### config.mk
export PLATFORM = sky130hd
export DESIGN_NAME = smps_port
export DESIGN_NICKNAME = d
export VERILOG_FILES = /design/src/design/smps_pkg.sv /design/src/design/smps_port.sv
export SDC_FILE = /design/constraint.sdc
export NUM_CORES = 1
export LEC_CHECK = 0
export ABC_AREA = 0
export BUFFER_PORTS_ARGS = -buffer_cell sky130_fd_sc_hd__buf_4
export CAP_MARGIN = 20
export CORE_MARGIN = 2
export CORE_UTILIZATION = 35
export DETAILED_ROUTE_END_ITERATION = 8
export SLEW_MARGIN = 30
export SYNTH_ARGS = -nofsm -noshare
export SYNTH_HDL_FRONTEND = slang
export SYNTH_SLANG_ARGS = --single-unit
### constraint.sdc
create_clock -name clk_i -period 4.25 [get_ports clk_i]
set_input_delay 0.425 -clock clk_i [delete_from_list [all_inputs] [get_ports clk_i]]
set_output_delay 0.425 -clock clk_i [all_outputs]
set_load 0.005 [all_outputs]
### src/design/smps_pkg.sv
// Constants and types of the serial memory port with safeload unit
package smps_pkg;
  // Serial address map, 10-bit space
  localparam logic [9:0] PARAM_FIRST  = 10'h000;
  localparam logic [9:0] PARAM_LAST   = 10'h0ff;
  localparam logic [9:0] CTRL1_ADDR   = 10'h100;
  localparam logic [9:0] CTRL2_ADDR   = 10'h101;
  localparam logic [9:0] VOL_FIRST    = 10'h102;
  localparam logic [9:0] VOL_LAST     = 10'h104;
  localparam logic [9:0] CAP_FIRST    = 10'h105;
  localparam logic [9:0] CAP_LAST     = 10'h108;
  localparam logic [9:0] SLOT_FIRST   = 10'h109;
  localparam logic [9:0] SLOT_LAST    = 10'h10d;
  localparam logic [9:0] PROG_FIRST   = 10'h200;
  // Data bytes that follow the header, per word
  localparam logic [2:0] PARAM_BYTES  = 3'h3;
  localparam logic [2:0] PROG_BYTES   = 3'h5;
  localparam logic [2:0] REG_BYTES    = 3'h2;
  localparam logic [2:0] VOL_BYTES    = 3'h3;
  localparam logic [2:0] SLOT_BYTES   = 3'h4;
  localparam logic [2:0] STAT_BYTES   = 3'h1;
  localparam logic [2:0] MAX_BYTES    = 3'h5;
  // Read/write flag position in the first header byte
  localparam int RW_BIT               = 2;
  // Primary control fields
  localparam int DONE_BIT             = 0;
  localparam int HALTED_BIT           = 1;
  localparam int HALT_BIT             = 4;
  localparam int SL_REQ_BIT           = 5;
  // Reset values
  localparam logic [11:0] CTRL1_RST   = 12'h000;
  localparam logic [9:0]  CTRL2_RST   = 10'h000;
  localparam logic [21:0] VOL_RST     = 22'h000000;
  localparam logic [2:0]  SYNC_RST    = 3'h2;
  // Safeload slots
  localparam logic [2:0]  SLOT_LAST_IDX = 3'h4;
  // Capture source select
  typedef enum logic [1:0] {
    SRC_MULT_OUT  = 2'b00,
    SRC_DECIBEL   = 2'b01,
    SRC_MULT_DATA = 2'b10,
    SRC_MULT_COEF = 2'b11
  } smps_src_t;
  typedef struct packed {
    logic [8:0] capture_step_count;
    smps_src_t  capture_source_select;
  } smps_cap_t;
  // One buffered write word
  typedef struct packed {
    logic [9:0]  addr;
    logic [34:0] data;
  } smps_wr_t;
  typedef enum logic [1:0] {
    SL_IDLE = 2'b00,
    SL_WAIT = 2'b01,
    SL_RUN  = 2'b10
  } smps_sl_t;
  typedef enum logic [1:0] {
    PH_HDR0 = 2'b00,
    PH_HDR1 = 2'b01,
    PH_DATA = 2'b10
  } smps_ph_t;
endpackage

### src/design/smps_port.sv
// Serial control port decoder with write buffer and safeload unit
// Operation
// - Five slots, each target address plus word
// - Safeload waits for five idle RAM cycles
// - All staged words written within one gap
// - Done bit set at end, cleared on read
// - Transfer finishes within one audio frame
// - Only slots written since last safeload go
// - Any parameter address may be a target
// - Padding bits to byte boundary are zeros
// - Parameter word 22 bits in three bytes
// - Program word 35 bits in five bytes
// - Two-byte header: flag and 10-bit address
// - Data length follows from address and read flag
// - Single writes four to seven bytes long
// - Burst words go to consecutive addresses in RAM only
// - Both RAMs writable and readable, safeload parameter
// - Primary control write: 12 bits, two bytes
// - Primary control read: one byte, two status
// - Secondary control write: 10 bits, two bytes
// - Volume write 22 bits, no flag
// - Capture setup: step count and source
// - Hold/decay integers, others fractional
// - Halt bit starts ramp-down, bit 1 reports
// - Source select decodes to four operands
// - Slot write: address byte then word
`timescale 1ns/1ns
module smps_port (
  input  wire logic                      clk_i,
  input  wire logic                      rst_i,
  input  wire logic                      spi_sclk_i,
  input  wire logic                      spi_cs_n_i,
  input  wire logic                      spi_mosi_i,
  output logic                           spi_miso_o,
  output logic                           spi_miso_oe_n_o,
  output logic [9:0]                     ram_addr_o,
  output logic [34:0]                    ram_wdata_o,
  output logic                           ram_we_o,
  input  wire logic [34:0]               ram_rdata_i,
  input  wire logic                      param_gap_i,
  input  wire logic                      core_halted_i,
  output logic [11:0]                    ctrl1_o,
  output logic [9:0]                     ctrl2_o,
  output logic                           halt_req_o,
  output logic [2:0][21:0]               volume_o,
  output smps_pkg::smps_cap_t [1:0]      cap_readback_o,
  output smps_pkg::smps_cap_t [1:0]      cap_serial_o,
  output logic                           safeload_busy_o
);

  // All state of the block
  typedef struct packed {
    logic [2:0]                 s1;       // Sync stage 1: sclk, cs_n, mosi
    logic [2:0]                 s2;       // Sync stage 2
    logic [2:0]                 sp;       // Previous stage 2, edge finding
    smps_pkg::smps_ph_t         ph;       // Byte phase in frame
    logic [2:0]                 bit_cnt;  // Bit within byte
    logic [7:0]                 sh;       // Receive shifter
    logic [2:0]                 byte_cnt; // Byte within word
    logic [39:0]                acc;      // Word collector
    logic                       rd;       // Frame is a read
    logic [9:0]                 addr;     // Current word address
    logic [39:0]                tx;       // Transmit shifter
    logic                       miso;     // Bit on the pin
    logic                       rd_pend;  // Read word wanted
    logic                       rd_wait;  // RAM read in flight
    logic                       hold_v;   // Word waiting for buffer
    smps_pkg::smps_wr_t         hold;     // That word
    smps_pkg::smps_wr_t [1:0]   fifo;     // Two-entry write buffer
    logic                       head;     // Oldest entry
    logic [1:0]                 cnt;      // Entries used
    logic [9:0]                 ram_addr; // Memory port
    logic [34:0]                ram_wdata;
    logic                       ram_we;
    logic [11:0]                ctrl1;    // Primary control
    logic [9:0]                 ctrl2;    // Secondary control
    logic [2:0][21:0]           vol;      // Channel volumes
    smps_pkg::smps_cap_t [1:0]  cap_rd;   // Readable capture setups
    smps_pkg::smps_cap_t [1:0]  cap_so;   // Serial-out capture setups
    logic [4:0][7:0]            sl_addr;  // Slot target addresses
    logic [4:0][21:0]           sl_data;  // Slot data words
    logic [4:0]                 sl_wr;    // Slot written since last run
    smps_pkg::smps_sl_t         sl;       // Safeload state
    logic [2:0]                 sl_idx;   // Slot being applied
    logic                       done;     // Safeload done flag
  } smps_st_t;

  smps_st_t           st;
  smps_st_t           next_st;
  logic               sclk;      // Synced pins
  logic               cs_n;
  logic               mosi;
  logic               rise;      // Sclk edges
  logic               fall;
  logic [7:0]         in_byte;   // Byte being completed
  logic [9:0]         hdr_addr;  // Address at header end
  logic               word_end;  // Last byte of a word taken
  logic               rd_go;     // Read serviced now
  logic               push;      // Hold into buffer
  logic               pop;       // Buffer head applied
  logic               clr_done;  // Status read clears done
  smps_pkg::smps_wr_t w;         // Buffer head
  logic [1:0]         k;         // Register index in a group
  logic [2:0]         s;         // Slot index
  logic [9:0]         sl_target; // Address of current slot

  // RAM addresses: parameter low, program high
  function automatic logic smps_is_ram(input logic [9:0] a);
    return (a <= smps_pkg::PARAM_LAST) || (a >= smps_pkg::PROG_FIRST);
  endfunction

  // Data bytes per word, decided from the address and the read flag
  function automatic logic [2:0] smps_len(input logic [9:0] a, input logic r);
    logic [2:0] n;
    n = smps_pkg::REG_BYTES;
    if (a <= smps_pkg::PARAM_LAST) begin
      n = smps_pkg::PARAM_BYTES;
    end else if (a >= smps_pkg::PROG_FIRST) begin
      n = smps_pkg::PROG_BYTES;
    end else if (a == smps_pkg::CTRL1_ADDR && r) begin
      n = smps_pkg::STAT_BYTES;
    end else if (a >= smps_pkg::VOL_FIRST && a <= smps_pkg::VOL_LAST) begin
      n = smps_pkg::VOL_BYTES;
    end else if (a >= smps_pkg::SLOT_FIRST && a <= smps_pkg::SLOT_LAST) begin
      n = smps_pkg::SLOT_BYTES;
    end
    return n;
  endfunction

  // Right-pad a word so its top data byte leaves first
  function automatic logic [39:0] smps_align(input logic [34:0] d, input logic [2:0] n);
    return {5'h00, d} << {smps_pkg::MAX_BYTES - n, 3'h0};
  endfunction

  // Next state
  always_comb begin
    next_st   = st;
    next_st.ram_we = 1'b0;
    word_end  = 1'b0;
    clr_done  = 1'b0;
    k         = 2'h0;
    s         = 3'h0;
    // Two flops on every pin; only stage 2 is looked at
    next_st.s1 = {spi_sclk_i, spi_cs_n_i, spi_mosi_i};
    next_st.s2 = st.s1;
    next_st.sp = st.s2;
    sclk      = st.s2[2];
    cs_n      = st.s2[1];
    mosi      = st.s2[0];
    rise      = sclk & ~st.sp[2];
    fall      = ~sclk & st.sp[2];
    in_byte   = {st.sh[6:0], mosi};
    hdr_addr  = {st.addr[9:8], in_byte};
    sl_target = {2'b00, st.sl_addr[st.sl_idx]};

    // Read service; a safeload run has the memory port first
    rd_go = st.rd_pend && !st.rd_wait && (st.sl != smps_pkg::SL_RUN);
    if (rd_go) begin
      next_st.rd_pend = 1'b0;
      if (smps_is_ram(st.addr)) begin
        next_st.ram_addr = st.addr;
        next_st.rd_wait  = 1'b1;
      end else if (st.addr == smps_pkg::CTRL1_ADDR) begin
        // Six zeros then halted and done
        next_st.tx = smps_align({33'h0, core_halted_i, st.done},
                                smps_pkg::STAT_BYTES);
        clr_done   = 1'b1;
      end else begin
        // Write-only registers read as zeros
        next_st.tx = 40'h0000000000;
      end
    end
    if (st.rd_wait) begin
      next_st.rd_wait = 1'b0;
      next_st.tx = smps_align(ram_rdata_i, smps_len(st.addr, 1'b1));
    end

    // Buffer fill from the hold register
    push = st.hold_v && (st.cnt != 2'h2);
    if (push) begin
      next_st.fifo[st.head ^ st.cnt[0]] = st.hold;
      next_st.hold_v = 1'b0;
    end

    // Serial byte engine
    if (cs_n) begin
      // Frame ended: drop any partial word
      next_st.ph      = smps_pkg::PH_HDR0;
      next_st.bit_cnt = 3'h0;
      next_st.rd_pend = 1'b0;
      next_st.tx      = 40'h0000000000;
      next_st.miso    = 1'b0;
    end else if (rise) begin
      next_st.sh      = in_byte;
      next_st.bit_cnt = st.bit_cnt + 3'h1;
      if (st.bit_cnt == 3'h7) begin
        case (st.ph)
          smps_pkg::PH_HDR0: begin
            // Five zeros, flag, address 9:8
            next_st.rd   = in_byte[smps_pkg::RW_BIT];
            next_st.addr = {in_byte[1:0], 8'h00};
            next_st.ph   = smps_pkg::PH_HDR1;
          end
          smps_pkg::PH_HDR1: begin
            next_st.addr     = hdr_addr;
            next_st.ph       = smps_pkg::PH_DATA;
            next_st.byte_cnt = 3'h0;
            next_st.acc      = 40'h0000000000;
            // Volume headers carry no flag: always a write
            if (hdr_addr >= smps_pkg::VOL_FIRST && hdr_addr <= smps_pkg::VOL_LAST) begin
              next_st.rd = 1'b0;
            end else begin
              next_st.rd_pend = st.rd;
            end
          end
          smps_pkg::PH_DATA: begin
            next_st.acc = {st.acc[31:0], in_byte};
            if (st.byte_cnt == smps_len(st.addr, st.rd) - 3'h1) begin
              word_end         = 1'b1;
              next_st.byte_cnt = 3'h0;
              if (!st.rd) begin
                next_st.hold_v = 1'b1;
                next_st.hold   = '{st.addr, {st.acc[26:0], in_byte}};
              end
              next_st.rd_pend = st.rd;
              if (smps_is_ram(st.addr)) begin
                next_st.addr = st.addr + 10'h001;
              end
            end else begin
              next_st.byte_cnt = st.byte_cnt + 3'h1;
            end
          end
          default: begin
            next_st.ph = smps_pkg::PH_HDR0;
          end
        endcase
      end
    end else if (fall) begin
      // Output changes on falling edge, MSB first
      next_st.miso = st.tx[39];
      next_st.tx   = {st.tx[38:0], 1'b0};
    end

    // Buffer drain; stalls while the safeload owns the port
    pop = (st.cnt != 2'h0) && (st.sl != smps_pkg::SL_RUN) && !rd_go;
    w   = st.fifo[st.head];
    if (pop) begin
      next_st.head = ~st.head;
      // Padding bits above each field are dropped
      if (smps_is_ram(w.addr)) begin
        // Direct write; words pass bit-exact, the datapath decides
        // integer or fractional meaning
        next_st.ram_we    = 1'b1;
        next_st.ram_addr  = w.addr;
        next_st.ram_wdata = (w.addr >= smps_pkg::PROG_FIRST) ? w.data
                            : {13'h0000, w.data[21:0]};
      end else if (w.addr == smps_pkg::CTRL1_ADDR) begin
        next_st.ctrl1 = w.data[11:0];
      end else if (w.addr == smps_pkg::CTRL2_ADDR) begin
        next_st.ctrl2 = w.data[9:0];
      end else if (w.addr >= smps_pkg::VOL_FIRST && w.addr <= smps_pkg::VOL_LAST) begin
        k = 2'(w.addr - smps_pkg::VOL_FIRST);
        next_st.vol[k] = w.data[21:0];
      end else if (w.addr >= smps_pkg::CAP_FIRST && w.addr <= smps_pkg::CAP_LAST) begin
        k = 2'(w.addr - smps_pkg::CAP_FIRST);
        // Count 8:0 above select 1:0
        if (k[1]) begin
          next_st.cap_so[k[0]] = smps_pkg::smps_cap_t'(w.data[10:0]);
        end else begin
          next_st.cap_rd[k[0]] = smps_pkg::smps_cap_t'(w.data[10:0]);
        end
      end else if (w.addr >= smps_pkg::SLOT_FIRST && w.addr <= smps_pkg::SLOT_LAST) begin
        s = 3'(w.addr - smps_pkg::SLOT_FIRST);
        next_st.sl_addr[s] = w.data[31:24];
        next_st.sl_data[s] = w.data[21:0];
        next_st.sl_wr[s]   = 1'b1;
      end
      // Unmapped addresses are ignored
    end
    next_st.cnt = st.cnt + {1'b0, push} - {1'b0, pop};

    // Done flag: read clears, completion sets and wins
    if (clr_done) begin
      next_st.done = 1'b0;
    end

    // Safeload sequencer
    case (st.sl)
      smps_pkg::SL_IDLE: begin
        if (st.ctrl1[smps_pkg::SL_REQ_BIT]) begin
          next_st.sl = smps_pkg::SL_WAIT;
        end
      end
      smps_pkg::SL_WAIT: begin
        // Gap flag means five idle RAM cycles start now; the
        // program has one each frame, which bounds the wait
        if (param_gap_i) begin
          next_st.sl     = smps_pkg::SL_RUN;
          next_st.sl_idx = 3'h0;
        end
      end
      smps_pkg::SL_RUN: begin
        // One slot per clock, five clocks inside the gap
        if (st.sl_wr[st.sl_idx]) begin
          next_st.ram_we    = 1'b1;
          next_st.ram_addr  = sl_target;
          next_st.ram_wdata = {13'h0000, st.sl_data[st.sl_idx]};
        end
        if (st.sl_idx == smps_pkg::SLOT_LAST_IDX) begin
          next_st.sl    = smps_pkg::SL_IDLE;
          next_st.sl_wr = 5'h00;
          next_st.ctrl1[smps_pkg::SL_REQ_BIT] = 1'b0;
          next_st.done  = 1'b1;
        end else begin
          next_st.sl_idx = st.sl_idx + 3'h1;
        end
      end
      default: begin
        next_st.sl = smps_pkg::SL_IDLE;
      end
    endcase
  end

  // State register, synchronous reset
  always_ff @(posedge clk_i) begin
    if (rst_i) begin
      st       <= '0;
      st.s1    <= smps_pkg::SYNC_RST;
      st.s2    <= smps_pkg::SYNC_RST;
      st.sp    <= smps_pkg::SYNC_RST;
      st.ctrl1 <= smps_pkg::CTRL1_RST;
      st.ctrl2 <= smps_pkg::CTRL2_RST;
      st.vol   <= {3{smps_pkg::VOL_RST}};
    end else begin
      st <= next_st;
    end
  end

  // Outputs
  assign spi_miso_o      = st.miso;
  assign spi_miso_oe_n_o = st.s2[1];
  assign ram_addr_o      = st.ram_addr;
  assign ram_wdata_o     = st.ram_wdata;
  assign ram_we_o        = st.ram_we;
  assign ctrl1_o         = st.ctrl1;
  assign ctrl2_o         = st.ctrl2;
  // Ramp-down and shutdown run in the core; halted comes back
  assign halt_req_o      = st.ctrl1[smps_pkg::HALT_BIT];
  assign volume_o        = st.vol;
  assign cap_readback_o  = st.cap_rd;
  assign cap_serial_o    = st.cap_so;
  assign safeload_busy_o = st.sl != smps_pkg::SL_IDLE;
endmodule

* Word-level counts from Yosys, hierarchy flattened
Cells that the tools add are included.
Storage, ports and cells: output and inout bits 182, bits of input ports 42, word-level logic and storage cells 279, register bits after elaboration 588
Operators by class: order comparisons 26, bitwise logic cells 18, add/subtract/negate cells 11, equal/unequal tests 19, shifts and indexed selects 1, mux-type cells 101, reduce and logical (&&, ||, !) cells 48
Operators with widths (number):
- $mux W46 | 9
- $mux W333 | 1
- $mux W155 | 2
- $mux W287 | 1
- $mux W275 | 1
- $mux W265 | 1
- $mux W199 | 1
- $mux W45 | 3
- $mux W40 | 3
- $bwmux W110 | 1
- $mux W22 | 5
- $bwmux W90 | 1
- $pmux W43 S2 | 1
- $mux W41 | 2
- $bmux W22 S3 | 1
- $bwmux W66 | 1
- $demux W22 S3 | 1
- $mux W66 | 1
- $ge A10 B9 Y1 const B | 6
- $le A10 B9 Y1 const B | 6
- $mux W10 | 5
- $demux W45 S1 | 1
- $mux W3 | 15
- $bwmux W22 | 2
- 61 further kinds | 153

* Logic depth before layout (Yosys ltp)
word-level depth 18, mapped depth 12, gate-level depth less buffers 9

* Worst setup path after synthesis
No wires, ideal clock.
kind reg2reg, from register st[341] (netlist name), to register st (netlist bit volume_o[25]), library setup time 0.086 ns, stages on the path, launching flop included 11, clock period less this slack 3.017 ns, data required time 4.164 ns, path buffers 3, setup slack 1.233 ns, arrival time 2.932 ns, cell sequence dfxtp_1 > buf_2 > buf_2 > mux2i_1 > ha_1 > nand2b_1 > a2111o_1 > nor3_2 > clkbuf_1 > nor2_1 > a211oi_1
On the way: word-level cells in the longest chain between the ends 8, elaborated cells on any way between the ends 21, those cells by class add/sub: 1; order compare: 6; eq/ne: 2; mux: 5; bitwise: 3; reduce/logical: 4
RTL lines:
- start: declaration | RTL line smps_port.sv:88 | smps_st_t st;
- start signal: assignment | RTL line smps_port.sv:335 | st <= next_st;
- $mux W45 (not written as such) (*) (2 in a row) | RTL line smps_port.sv:246 | w = st.fifo[st.head];
- $sub A2 B2 Y2 | RTL line smps_port.sv:262 | k = 2'(w.addr - smps_pkg::VOL_FIRST);
- $lt A2 B3 Y1 (not written as such) / $ge A2 B1 Y1 (equally long branches) | RTL line smps_port.sv:263 | next_st.vol[k] = w.data[21:0];
- $logic_and A1 B1 Y1 (not written as such) | RTL line smps_port.sv:263
- $mux W22 (not written as such) | RTL line smps_port.sv:263
- $demux W22 S2 | RTL line smps_port.sv:263
- $bwmux W66 | RTL line smps_port.sv:263
Every way passes the cells marked *; elsewhere a longest branch is shown, timed or not. The select of a mux whose other input is x is not followed. A chain may end at the register's enable or synchronous reset.

* Final worst setup path
from register st[341] (netlist name), to register st[64] (netlist name)
On the way: word-level cells in the longest chain between the ends 8, elaborated cells on any way between the ends 29, those cells by class add/sub: 1; order compare: 10; eq/ne: 2; mux: 5; bitwise: 5; reduce/logical: 6
RTL lines:
- $mux W45 (not written as such) (*) (2 in a row) | RTL line smps_port.sv:246
- $sub A3 B1 Y3 | RTL line smps_port.sv:273 | s = 3'(w.addr - smps_pkg::SLOT_FIRST);
- $lt A3 B4 Y1 (not written as such) / $ge A3 B1 Y1 (equally long branches) | RTL line smps_port.sv:275 | next_st.sl_data[s] = w.data[21:0];
- $logic_and A1 B1 Y1 (not written as such) | RTL line smps_port.sv:275
- $mux W22 (not written as such) | RTL line smps_port.sv:275
- $demux W22 S3 | RTL line smps_port.sv:275
- $bwmux W110 | RTL line smps_port.sv:275
Marked as above.

==> results.toml <==
[floorplanning]
start_util = 0.353
die_w_um = 281
ios = 224
die_h_um = 281
core_area_mm2 = 0.0758
die_area_mm2 = 0.0788
rows = 101

[global_route]
grt_first_pass_wirelength_um = 116000
antenna_found_initial = 3
grt.total_usage = 0.188
grt_pass1_vias = 19500
grt_overflow = 0
grt_max_degree = 141

[critical_path]
r2r_start = "st[341]$_SDFFE_PP0P_"
r2r_end = "st[64]$_SDFFE_PP0P_"
r2r_slack_ns = 1.03
cp.arrival_ns = 3.73
crit_slowest_cell = "a2111o_1"
critPathLaunchType = "flip-flop"
timing.critical_path.mode_cell = "mux2i_1"
slowest_delay_ns = 0.57
crit_required_ns = 4.77
crit_chain = "mux2i_1 > ha_1 > nand2b_1 > a2111o_1 > nor2b_1 > nand3_2 > buf_4 > mux2i_1"
crit_path_max_fanout = 23
r2r_cells = 8
critPathCaptureType = "flip-flop"
criticalPathCategory = "reg2reg"

[cells_and_area]
drive_gt1_frac = 0.176
area_growth_pct = 13.5
final_cells = 3946
fin_nets = 2976
design_area_mm2 = 0.0304

[sta]
setup-tns-final_ns = 0
min_period_ns = 3.22
worstMarginPinSlew_ns = 0.932
rsz0062_at_grt = "no"
timing_hold_violations_final = 0
fin_skew_ns = 0.0263
min_period_over_period = 0.757
fmax_ghz = 0.311
setup_viol = 0
relSlewSlack = 0.361
drv_slew = 0

[yosys]
synth.top_cell.area_share = 0.434
synth.area.top_cells = "dfxtp_1, mux2i_1, nand2b_1, buf_4, nand2_1"
ys.flop_type = "dfxtp_1"
synth.ff_latch_count = 581
syn_inst = 2945
synth-seq-area-share = 0.434
yosysUniqueCellTypes = 76
synthMostInstantiatedCell = "dfxtp_1"
async_reset_ff_frac = 0
syn_nets = 3006
avgSynthCellArea_um2 = 9.10
synth_top_area_cell = "dfxtp_1"
synthesis.area_mm2 = 0.0268
synthTopCellsByCount = "dfxtp_1, nand2_1, nand2b_1"
ys_warn_count = 0
synth_edf_count = 0

[clock_network]
clk_pin_slew_worst_paths_ns = 0.06
cts.sink_count = 581
clk_latency_ns = 0.61
cts_buffers = 67
hold_buffers = 2
htreeDepth = 3
cts_tree = "yes"
cts_buffer_depth = 3
cts_resized = 0
post_cts_buffers = 0
cts_root_buffer = "clkbuf_16"

[hold_path]
hp-class = "in2reg"
min_path_cells = 2
hold_end = "next_st[593]$_SDFF_PP0_"
worstHoldStart = "spi_sclk_i"

[drt]
drt-initial-drc-count = 1675
viasPerCell = 5.10
dr.pass1.iters = 5
wirelength_um = 74700
antenna_left = 0
vias = 20100
drc = 0
wl_per_cell_um = 18.9

[placed_design]
dp_cells = 3822
hpwl_um = 49700
gp_congestion = 0.862
portBuffers = 223
placed_area_mm2 = 0.0282

[run]
maxCapViolCount = 0

[power_and_ir_drop]
ir_worst_vdd_mv = 0.309
power.density_mw_per_mm2 = 413
p_leak_nw = 12.1

[outcome]
status = "finished, final reports clean"
-- power breakdown --
part	total [mW]	internal [mW]	switching, mW
logic	1.13	0.499	0.629
registers	5.69	5.57	0.112
clock network	5.74	3.37	2.37
total	12.6	9.44	3.11
-- metrics by stage --
| step | utilization | worst slack, ns | hold WS (ns) | power [mW] |
|---|---|---|---|---|
| CTS | 0.401 | 1.06 | 0.0206 | 12.7 |
| detailed placement | 0.372 | 1.07 | 0.405 | 6.93 |
| global placement | 0.372 | 1.14 | 0.401 | 6.92 |
| floorplan | - | 1.23 | 0.389 | 6.58 |
| finish | 0.401 | 1.03 | 0.0470 | 12.6 |
| global route | 0.401 | 0.819 | 0.0441 | 13.0 |
-- worst max path at each step --
stage                               startpoint                         to  cells past startpoint
after floorplan           st[341]$_SDFFE_PP0P_  volume_o[25]$_SDFFE_PP0P_                     10
after global placement    st[341]$_SDFFE_PP0P_        st[71]$_SDFFE_PP0P_                      9
after detailed placement  st[341]$_SDFFE_PP0P_        st[55]$_SDFFE_PP0P_                      8
after CTS                 st[341]$_SDFFE_PP0P_        st[64]$_SDFFE_PP0P_                      8
after global routing      st[341]$_SDFFE_PP0P_        st[55]$_SDFFE_PP0P_                      8
final                     st[341]$_SDFFE_PP0P_        st[64]$_SDFFE_PP0P_                      8
-- worst max-delay path, delay by kind of cell (launching register included) --
| kind | cells | cell delay [ns] |
|---|---|---|
| compound gates | 1 | 0.57 |
| mux | 2 | 0.61 |
| fa+ha+maj | 1 | 0.29 |
| simple gates | 3 | 0.62 |
| buf+inv | 1 | 0.49 |
| flops | 1 | 0.53 |
-- cells in the final DEF, fill, tap and decap left out, types with 32 or more instances in the layout --
cell type,n
dfxtp_1,579
nand2_1,326
nand2b_1,304
mux2i_1,298
buf_4,294
a21oi_1,230
nor2_1,173
a211oi_1,99
clkbuf_16,70
o21ai_0,53
nand3_1,45
inv_1,40
nor3_1,32
-- logic make-up after synthesis --
logic type,Yosys count,synth area share
buffers and inverters,444,0.0911
flip-flops,581,0.434
AND/OR/NAND/NOR,994,0.184
AO/OA/AOI/OAI,548,0.133
XOR/XNOR,13,0.00425
adder cells (fa/ha/maj),19,0.00887
multiplexers,346,0.144
-- routing by layer --
layer	vias up	wire length, µm	track usage
met5	-	0	0
met4	0	1710	0.0562
met3	95	3740	0.0351
met2	418	35000	0.307
met1	9742	34300	0.251
li1	9889	-	-
-- sequential cells by signal, summed over array words and instances (netlist names) --
| name | flops |
|---|---|
| ram_wdata_o | 35 |
| hdr_addr | 10 |
| ctrl1_o | 12 |
| volume_o | 66 |
| spi_miso_oe_n_o | 1 |
| spi_miso_o | 1 |
| st | 387 |
| ctrl2_o | 10 |
| ram_addr_o | 10 |
| cap_readback_o | 22 |
| cap_serial_o | 22 |
| next_st | 4 |
| ram_we_o | 1 |
-- area by class of cell --
type | instances | area (µm²)
clock buffer | 105 | 2030
multi-input combinational | 1920 | 12900
timing repair buffer | 303 | 2360
sequential | 581 | 11600
fill | 7501 | 45400
antenna | 1 | 2.50
clock inverter | 16 | 159
tap | 978 | 1220
inverter | 42 | 158
(Power assumes the default switching activity.)
